[src/logic/mhbi_pkg.sv]
// Shared widths, phase codes and carriers of the host bus interface
package mhbi_pkg;

  localparam int BUS_W  = 16;
  localparam int BYTE_W = 8;
  localparam int SEL_W  = 4;
  localparam int STB_N  = 2;
  localparam int RD_BIT = 1;
  localparam int WR_BIT = 0;

  localparam logic [BUS_W-1:0]  BUS_ALL  = 16'hFFFF;
  localparam logic [BUS_W-1:0]  BUS_NONE = 16'h0000;
  localparam logic [BUS_W-1:0]  BUS_LOW  = 16'h00FF;
  localparam logic [BUS_W-1:0]  BUS_HIGH = 16'hFF00;
  localparam logic [BYTE_W-1:0] BYTE_NONE = 8'h00;
  localparam logic [SEL_W-1:0]  SEL_NONE  = 4'h0;
  localparam logic [STB_N-1:0]  STB_IDLE  = 2'h3;

  // Gray along idle, request, t1, t2, t3, t4; the wait phase sits beside t3
  typedef enum logic [2:0] {
    ST_IDLE = 3'h0,
    ST_REQ  = 3'h1,
    ST_T1   = 3'h3,
    ST_T2   = 3'h2,
    ST_T3   = 3'h6,
    ST_TW   = 3'h7,
    ST_T4   = 3'h4
  } mhbi_phase_t;

  typedef struct packed {
    logic             write;
    logic             word;
    logic             remote;
    logic [BUS_W-1:0] addr;
    logic [BUS_W-1:0] wdata;
  } mhbi_dma_cmd_t;

  typedef struct packed {
    mhbi_phase_t       ph;
    mhbi_dma_cmd_t     cmd;
    logic              pend;
    logic              is_rd;
    logic              ack_n;
    logic [SEL_W-1:0]  sel;
    logic [BYTE_W-1:0] rbyte;
    logic              rd_pulse;
    logic              wr_pulse;
    logic [BYTE_W-1:0] wbyte;
    logic [BUS_W-1:0]  bus_out;
    logic [BUS_W-1:0]  bus_oe;
    logic              ads_out;
    logic              mwr_n;
    logic              prd_n;
    logic              done;
    logic [BUS_W-1:0]  rdata;
  } mhbi_top_state_t;

  function automatic logic mhbi_owns(mhbi_phase_t p);
    return (p == ST_T1) || (p == ST_T2) || (p == ST_T3) || (p == ST_TW) || (p == ST_T4);
  endfunction

  function automatic logic mhbi_strobe_ph(mhbi_phase_t p);
    return (p == ST_T2) || (p == ST_T3) || (p == ST_TW);
  endfunction

endpackage

[src/logic/mhbi_addr_latch.sv]
// Register select latch, transparent while the strobe is high
`timescale 1ns/1ps
module mhbi_addr_latch
  import mhbi_pkg::*;
#(
  parameter int W = SEL_W
) (
  input  wire logic         clk,
  input  wire logic         rst,
  input  wire logic         enable,
  input  wire logic         strobe,
  input  wire logic [W-1:0] sel_in,
  output logic      [W-1:0] sel_out
);

  typedef struct packed {
    logic [W-1:0] held;
  } mhbi_latch_state_t;

  mhbi_latch_state_t q;
  mhbi_latch_state_t nxt;
  logic              open_now;

  if (W < 1) begin : g_chk
    $error("mhbi_addr_latch needs a nonzero width");
  end

  assign open_now = enable & strobe;

  // Last value seen while open is kept once the strobe falls
  always_comb begin
    nxt = q;
    if (open_now) begin
      nxt.held = sel_in;
    end
  end

  always_ff @(posedge clk or posedge rst) begin
    if (rst) begin
      q.held <= '0;
    end else begin
      q <= nxt;
    end
  end

  // Flow-through path costs a mux but keeps no cycle of latency
  assign sel_out = open_now ? sel_in : q.held;
endmodule

[src/logic/mhbi_edge.sv]
// Edge finder for active-low host strobes
`timescale 1ns/1ps
module mhbi_edge
  import mhbi_pkg::*;
#(
  parameter int               N    = STB_N,
  parameter logic [N-1:0]     IDLE = '1
) (
  input  wire logic         clk,
  input  wire logic         rst,
  input  wire logic [N-1:0] sig,
  output logic      [N-1:0] rise,
  output logic      [N-1:0] fall
);

  typedef struct packed {
    logic [N-1:0] prev;
  } mhbi_edge_state_t;

  mhbi_edge_state_t q;
  mhbi_edge_state_t nxt;

  if (N < 1) begin : g_chk
    $error("mhbi_edge needs at least one signal");
  end

  always_comb begin
    nxt      = q;
    nxt.prev = sig;
  end

  // Strobes idle high, so reset to that level to avoid a false rise
  always_ff @(posedge clk or posedge rst) begin
    if (rst) begin
      q.prev <= IDLE;
    end else begin
      q <= nxt;
    end
  end

  for (genvar i = 0; i < N; i++) begin : g_bit
    assign rise[i] = sig[i] & ~q.prev[i];
    assign fall[i] = ~sig[i] & q.prev[i];
  end

endmodule

[src/logic/mhbi_top.sv]
// Host bus interface: register slave port and DMA bus master cycles
`timescale 1ns/1ps
module mhbi_top
  import mhbi_pkg::*;
(
  input  wire logic              clk,
  input  wire logic              rst,
  input  wire logic              cs_n,
  input  wire logic [SEL_W-1:0]  register_select,
  input  wire logic              address_latch_strobe_in,
  output logic                   address_latch_strobe_out,
  output logic                   address_latch_strobe_oe,
  input  wire logic              slave_read_strobe_n,
  input  wire logic              slave_write_strobe_n,
  output logic                   ack_n,
  input  wire logic [BUS_W-1:0]  muxed_addr_data_bus_in,
  output logic      [BUS_W-1:0]  muxed_addr_data_bus_out,
  output logic      [BUS_W-1:0]  muxed_addr_data_bus_oe,
  output logic                   bus_req,
  input  wire logic              bus_grant_ack,
  input  wire logic              ready,
  output logic                   master_write_strobe_n,
  output logic                   master_write_strobe_oe,
  output logic                   port_read_strobe_n,
  output logic      [SEL_W-1:0]  reg_addr,
  output logic                   reg_rd,
  input  wire logic [BYTE_W-1:0] reg_rdata,
  output logic                   reg_wr,
  output logic      [BYTE_W-1:0] reg_wdata,
  input  wire logic              dma_valid,
  input  wire mhbi_dma_cmd_t     dma_cmd,
  output logic                   dma_taken,
  output logic                   dma_done,
  output logic      [BUS_W-1:0]  dma_rdata
);

  ////////////////////////////////////////////////////////////////
  mhbi_top_state_t   q;
  mhbi_top_state_t   nxt;
  logic              own_q;
  logic              own_next;
  logic              latch_en;
  logic [SEL_W-1:0]  latched_sel;
  logic [STB_N-1:0]  stb;
  logic [STB_N-1:0]  stb_rise;
  logic [STB_N-1:0]  stb_fall;
  logic              drive_data;

  assign own_q = mhbi_owns(q.ph);
  assign stb   = {slave_read_strobe_n, slave_write_strobe_n};

  // Latch only listens as an input and only in slave mode
  assign latch_en = ~cs_n & ~own_q;

  mhbi_addr_latch #(
    .W (SEL_W)
  ) u_latch (
    .clk     (clk),
    .rst     (rst),
    .enable  (latch_en),
    .strobe  (address_latch_strobe_in),
    .sel_in  (register_select),
    .sel_out (latched_sel)
  );

  mhbi_edge #(
    .N    (STB_N),
    .IDLE (STB_IDLE)
  ) u_edge (
    .clk  (clk),
    .rst  (rst),
    .sig  (stb),
    .rise (stb_rise),
    .fall (stb_fall)
  );

  ////////////////////////////////////////////////////////////////
  always_comb begin
    nxt          = q;
    nxt.rd_pulse = 1'b0;
    nxt.wr_pulse = 1'b0;
    nxt.done     = 1'b0;
    dma_taken    = 1'b0;
    drive_data   = 1'b0;

    // DMA memory cycle sequencer
    case (q.ph)
      ST_IDLE: begin
        if (dma_valid) begin
          nxt.ph = ST_REQ;
        end
      end
      ST_REQ: begin
        if (bus_grant_ack) begin
          nxt.ph    = ST_T1;
          nxt.cmd   = dma_cmd;
          dma_taken = 1'b1;
        end
      end
      ST_T1: begin
        nxt.ph = ST_T2;
      end
      ST_T2: begin
        nxt.ph = ST_T3;
      end
      ST_T3: begin
        nxt.ph = ready ? ST_TW : ST_T4;
      end
      ST_TW: begin
        nxt.ph = ready ? ST_TW : ST_T4;
      end
      ST_T4: begin
        nxt.done = 1'b1;
        if (!q.cmd.write) begin
          nxt.rdata = muxed_addr_data_bus_in;
        end
        // Back to back cycles keep the bus while the grant holds
        if (dma_valid && bus_grant_ack) begin
          nxt.ph    = ST_T1;
          nxt.cmd   = dma_cmd;
          dma_taken = 1'b1;
        end else begin
          nxt.ph = ST_IDLE;
        end
      end
      default: begin
        nxt.ph = ST_IDLE;
      end
    endcase

    own_next = mhbi_owns(nxt.ph);

    // Slave access tracking; chip select high clears the pending flag and so the acknowledge
    if (cs_n) begin
      nxt.pend = 1'b0;
    end else if (q.pend) begin
      nxt.pend = ~(slave_read_strobe_n & slave_write_strobe_n);
    end else if (|stb_fall) begin
      nxt.pend  = 1'b1;
      nxt.is_rd = stb_fall[RD_BIT];
      nxt.sel   = latched_sel;
    end

    // One clock of synchronisation, and no grant while mastering
    nxt.ack_n = ~(q.pend & nxt.pend & ~own_next);

    if (q.ack_n && !nxt.ack_n) begin
      nxt.rbyte    = reg_rdata;
      nxt.rd_pulse = q.is_rd;
    end

    if (!q.ack_n && !q.is_rd && stb_rise[WR_BIT]) begin
      nxt.wr_pulse = 1'b1;
      nxt.wbyte    = muxed_addr_data_bus_in[BYTE_W-1:0];
    end

    // Pin values for the coming phase, all taken from flip-flops
    nxt.bus_out = BUS_NONE;
    nxt.bus_oe  = BUS_NONE;
    nxt.ads_out = 1'b0;
    nxt.mwr_n   = 1'b1;
    nxt.prd_n   = 1'b1;
    // Remote writes leave the data lines to the external latch
    drive_data  = nxt.cmd.write & ~nxt.cmd.remote;
    case (nxt.ph)
      ST_T1: begin
        nxt.bus_out = nxt.cmd.addr;
        nxt.bus_oe  = BUS_ALL;
        nxt.ads_out = 1'b1;
      end
      ST_T2, ST_T3, ST_TW, ST_T4: begin
        if (nxt.cmd.word) begin
          nxt.bus_out = nxt.cmd.wdata;
          nxt.bus_oe  = drive_data ? BUS_ALL : BUS_NONE;
        end else begin
          nxt.bus_out = {nxt.cmd.addr[BUS_W-1:BYTE_W], nxt.cmd.wdata[BYTE_W-1:0]};
          nxt.bus_oe  = drive_data ? BUS_ALL : BUS_HIGH;
        end
        // Data stays through t4 so it is valid when the strobe rises
        nxt.mwr_n = ~(nxt.cmd.write & mhbi_strobe_ph(nxt.ph));
        nxt.prd_n = ~(nxt.cmd.write & nxt.cmd.remote & mhbi_strobe_ph(nxt.ph));
      end
      default: begin
        if (!nxt.ack_n && nxt.is_rd) begin
          nxt.bus_out = {BYTE_NONE, nxt.rbyte};
          nxt.bus_oe  = BUS_LOW;
        end
      end
    endcase
  end

  ////////////////////////////////////////////////////////////////
  always_ff @(posedge clk or posedge rst) begin
    if (rst) begin
      q.ph       <= ST_IDLE;
      q.cmd      <= '0;
      q.pend     <= 1'b0;
      q.is_rd    <= 1'b0;
      q.ack_n    <= 1'b1;
      q.sel      <= SEL_NONE;
      q.rbyte    <= BYTE_NONE;
      q.rd_pulse <= 1'b0;
      q.wr_pulse <= 1'b0;
      q.wbyte    <= BYTE_NONE;
      q.bus_out  <= BUS_NONE;
      q.bus_oe   <= BUS_NONE;
      q.ads_out  <= 1'b0;
      q.mwr_n    <= 1'b1;
      q.prd_n    <= 1'b1;
      q.done     <= 1'b0;
      q.rdata    <= BUS_NONE;
    end else begin
      q <= nxt;
    end
  end

  ////////////////////////////////////////////////////////////////
  assign muxed_addr_data_bus_out  = q.bus_out;
  assign muxed_addr_data_bus_oe   = q.bus_oe;
  assign address_latch_strobe_out = q.ads_out;
  // Address and master write strobes float whenever the bus is not ours; the port read strobe is always driven
  assign address_latch_strobe_oe  = own_q;
  assign master_write_strobe_oe   = own_q;
  assign master_write_strobe_n    = q.mwr_n;
  assign port_read_strobe_n       = q.prd_n;
  assign bus_req                  = (q.ph != ST_IDLE);
  assign ack_n                    = q.ack_n;
  assign reg_addr                 = q.sel;
  assign reg_rd                   = q.rd_pulse;
  assign reg_wr                   = q.wr_pulse;
  assign reg_wdata                = q.wbyte;
  assign dma_done                 = q.done;
  assign dma_rdata                = q.rdata;
endmodule
[config.mk]
export PLATFORM = sky130hd
export DESIGN_NAME = mhbi_top
export DESIGN_NICKNAME = d
export VERILOG_FILES = /design/src/logic/mhbi_pkg.sv /design/src/logic/mhbi_addr_latch.sv /design/src/logic/mhbi_edge.sv /design/src/logic/mhbi_top.sv
export SDC_FILE = /design/constraint.sdc
export NUM_CORES = 1
export LEC_CHECK = 0
export ABC_CLOCK_PERIOD_IN_PS = 5560
export BUFFER_PORTS_ARGS = -buffer_cell sky130_fd_sc_hd__buf_4
export CORE_ASPECT_RATIO = 1.25
export CORE_UTILIZATION = 45
export DETAILED_ROUTE_END_ITERATION = 7
export PLACE_DENSITY = 0.71
export SLEW_MARGIN = 20
export SYNTH_ARGS = -nofsm -noshare
export SYNTH_HDL_FRONTEND = slang
export SYNTH_HIERARCHICAL = 1
export SYNTH_SLANG_ARGS = --single-unit
[constraint.sdc]
create_clock -name clk -period 5.56 [get_ports clk]
set_input_delay 0.278 -clock clk [delete_from_list [all_inputs] [get_ports clk]]
set_output_delay 0.278 -clock clk [all_outputs]
set_load 0.005 [all_outputs]
==> run summary <==
The TritonCTS buffer count is 9. The worst setup timing slack at the placement stage is between 2000 and 3000 ps. The stage delay of the slowest cell on the critical path is 940 ps. The TritonCTS sink count is 99.

The post-detailed-route via-to-cell ratio is 4.860. Entering global routing, the biggest net connects ~70 pins. The setup check on the worst reg-to-reg path leaves a slack of a little under 3000 ps. 143 I/O pins were placed. Grouping stages by cell kind, the critical path spends the most delay in flip-flops. The total grt overflow came out at 0.

The run finished with clean final reports. Synthesis produced around 400 cells. The synthesis-to-layout area growth came out at 22.85%. Fill cells in the final layout number 819. The net total in the final layout is 548. The first-pass GRT wire length came out at 14080 microns. The required arrival time at the worst endpoint is 5780 ps. The clock transition at the register clock pins on the worst setup and hold paths after CTS came out at 60 ps. The clock latency of the later-clocked register in the worst-skew pair is 340 ps. The setup violation total in the final timing report came out at 0. The longest clock path from root to sink contains 2 buffers.

The number of synthesis warnings is 6. The core outline area is a little under 10000 sq um. The final critical-path required period is approximately 2700 ps. The combined buffer and inverter count along the critical path is 1. The detailed router's first-iteration violation count is 111. The number of hold buffers added after cts is 1. The static leakage is approximately 2.8 nW. The critical-path maximum fanout came out at 45. The summed instance area of the synthesized netlist is around 4500 sq um.

The initial standard-cell utilization of the core is 46.32%. Summed over all nets, the half-perimeter wirelength after detailed placement is between 6000 and 7000 microns. The overall global routing resource usage is 17.67%. The number of buffers inserted to repair setup after CTS came out at 0. The final routed DRC violation total came out at 0. After clock tree synthesis, the repair step resized 0 gates. Dividing the synthesized area by the synthesized cell count gives 11.24 sq um. The remaining antenna violation count after routing came out at 0. The count of buffers from port buffering came out at 142. The number of antenna repair diodes is 0.

The fraction of the cycle the final worst path needs is 47.83%. For the final routed database, the setup TNS stands at 0 ps. The largest vdd supply drop came out at 0.0001998 V. The worst slew slack as a fraction of its limit came out at 39.12%.

The final wirelength is 8783 microns. At the pin with the least slew margin, the transition time is 913.3 ps. Among all stages on the critical path, the largest delay is contributed by sky130_fd_sc_hd__dfrtp_1.

STA classifies the critical path endpoint as a flop. The congestion estimate from routability-driven global placement came to 0.7875. The root buffer cell chosen for the clock tree is sky130_fd_sc_hd__clkbuf_16. The number of global-route vias before repair came out at 2896. The count of H-tree levels built during CTS came out at 3. The tightest min-delay check is of the primary input to flop type. The die covers approximately 10000 sq um.

The detail-routed net length per standard cell came out at 14.47 microns. The number of iterations in the first detailed-routing pass came out at 5. Row generation in the floorplan step produced 40 rows. After layout, the worst setup slack is 2901 ps.

Cells with a size suffix above 1 make up 46.36% of the layout. Setup repair after global routing left no endpoint under its margin. The startpoint type of the worst setup path is a flop.

The worst clock skew came out at about 5 ps. The clock tree from TritonCTS is built. From bottom edge to top edge, the die measures ~110 microns. The number of max-cap violations is 0. The number of hold violations in the final report came out at 0.

Walking the worst path, the cells encountered are nor2b_1, o21ai_4, inv_2, a22o_1, a221o_1. By startpoint and endpoint, the worst setup path is classified as flop to flop. The number of antenna violations at the first check in global routing came out at 0. The data arrival time at the worst-slack endpoint came out at 2880 ps. The number of pins with negative max-slew slack in the final report is 0. Measured along the x axis, the die boundary spans about 91 microns. Dividing total power by cell area gives a power density of 501.9 nW/um^2. The net count after synthesis came out at 470.

The fmax came out at 0.3760 GHz. After layout, the design draws a total of 2.759 mW. The via count of the routed design came out at 2950.
## path summary, 6_finish.rpt
kind                                              endpoint  cells after the start                start
min in group asynchronous                     u_latch/q[1]                      3                  rst
worst min-delay path                           u_edge/q[1]                      1  slave_read_strobe_n
max in group asynchronous                            q[69]                      4                  rst
worst max register to register  muxed_addr_data_bus_out[0]                      5               q[113]
worst max-delay path            muxed_addr_data_bus_out[0]                      5               q[113]
worst min register to register       master_write_strobe_n                      1               q[111]
## state kept, by name (all words and copies together), names as in the netlist
register                  cells
muxed_addr_data_bus_out      16
ack_n                         1
reg_wr                        1
address_latch_strobe_out      1
reg_addr                      4
muxed_addr_data_bus_oe        2
port_read_strobe_n            1
reg_wdata                     8
u_edge/q                      2
reg_rd                        1
q                            40
dma_rdata                    16
dma_done                      1
master_write_strobe_n         1
u_latch/q                     4
## routing by layer
layer	share of wire, %	track usage [%]	up-vias
li1	-	-	1417
met1	42	22.57	1419
met4	2.2	8.995	0
met2	50	28.99	101
met3	5.4	3.200	13
met5	0	0	-
## layout by cell type (no fill, tap or decap), drive strengths merged, types with 2 or more instances in the layout
| master | count |
|---|---|
| nor2 | 8 |
| nor2b | 2 |
| nor3b | 2 |
| buf | 144 |
| nand3 | 17 |
| or2 | 2 |
| nand2 | 85 |
| a221o | 8 |
| a22o | 11 |
| clkbuf | 13 |
| inv | 12 |
| dfrtp | 94 |
| dfstp | 5 |
| nand3b | 2 |
| and2b | 4 |
| o21ai | 7 |
| mux2 | 48 |
## metrics by stage
stage                     instance area, sq um  hold WS, ps  cells  util [%]
final                                     5497        63.81    607     56.90
after global routing                      5497        49.99    607     56.90
after CTS                                 5497        49.10    607     56.90
after detailed placement                  5180        216.7    590     53.63
after global placement                    5180        205.4    590     53.63
after floorplan                           4474        44.08    398         -
## layout make-up
type	count	area, sq um	area share, %
clock buffer	13	260.3	4.735
inverter	12	47.55	0.8650
sequential	99	2484	45.19
timing repair buffer	145	1091	19.85
multi-input combinational	209	1410	25.65
clock inverter	3	46.29	0.8422
tap	126	157.7	2.868
## where the power goes
part	total (mW)	internal [mW]	switching (mW)
clock network	0.625	0.374	0.250
registers	1.18	1.00	0.181
logic	0.953	0.567	0.386
total	2.76	1.94	0.817
(Power assumes the default switching activity.)
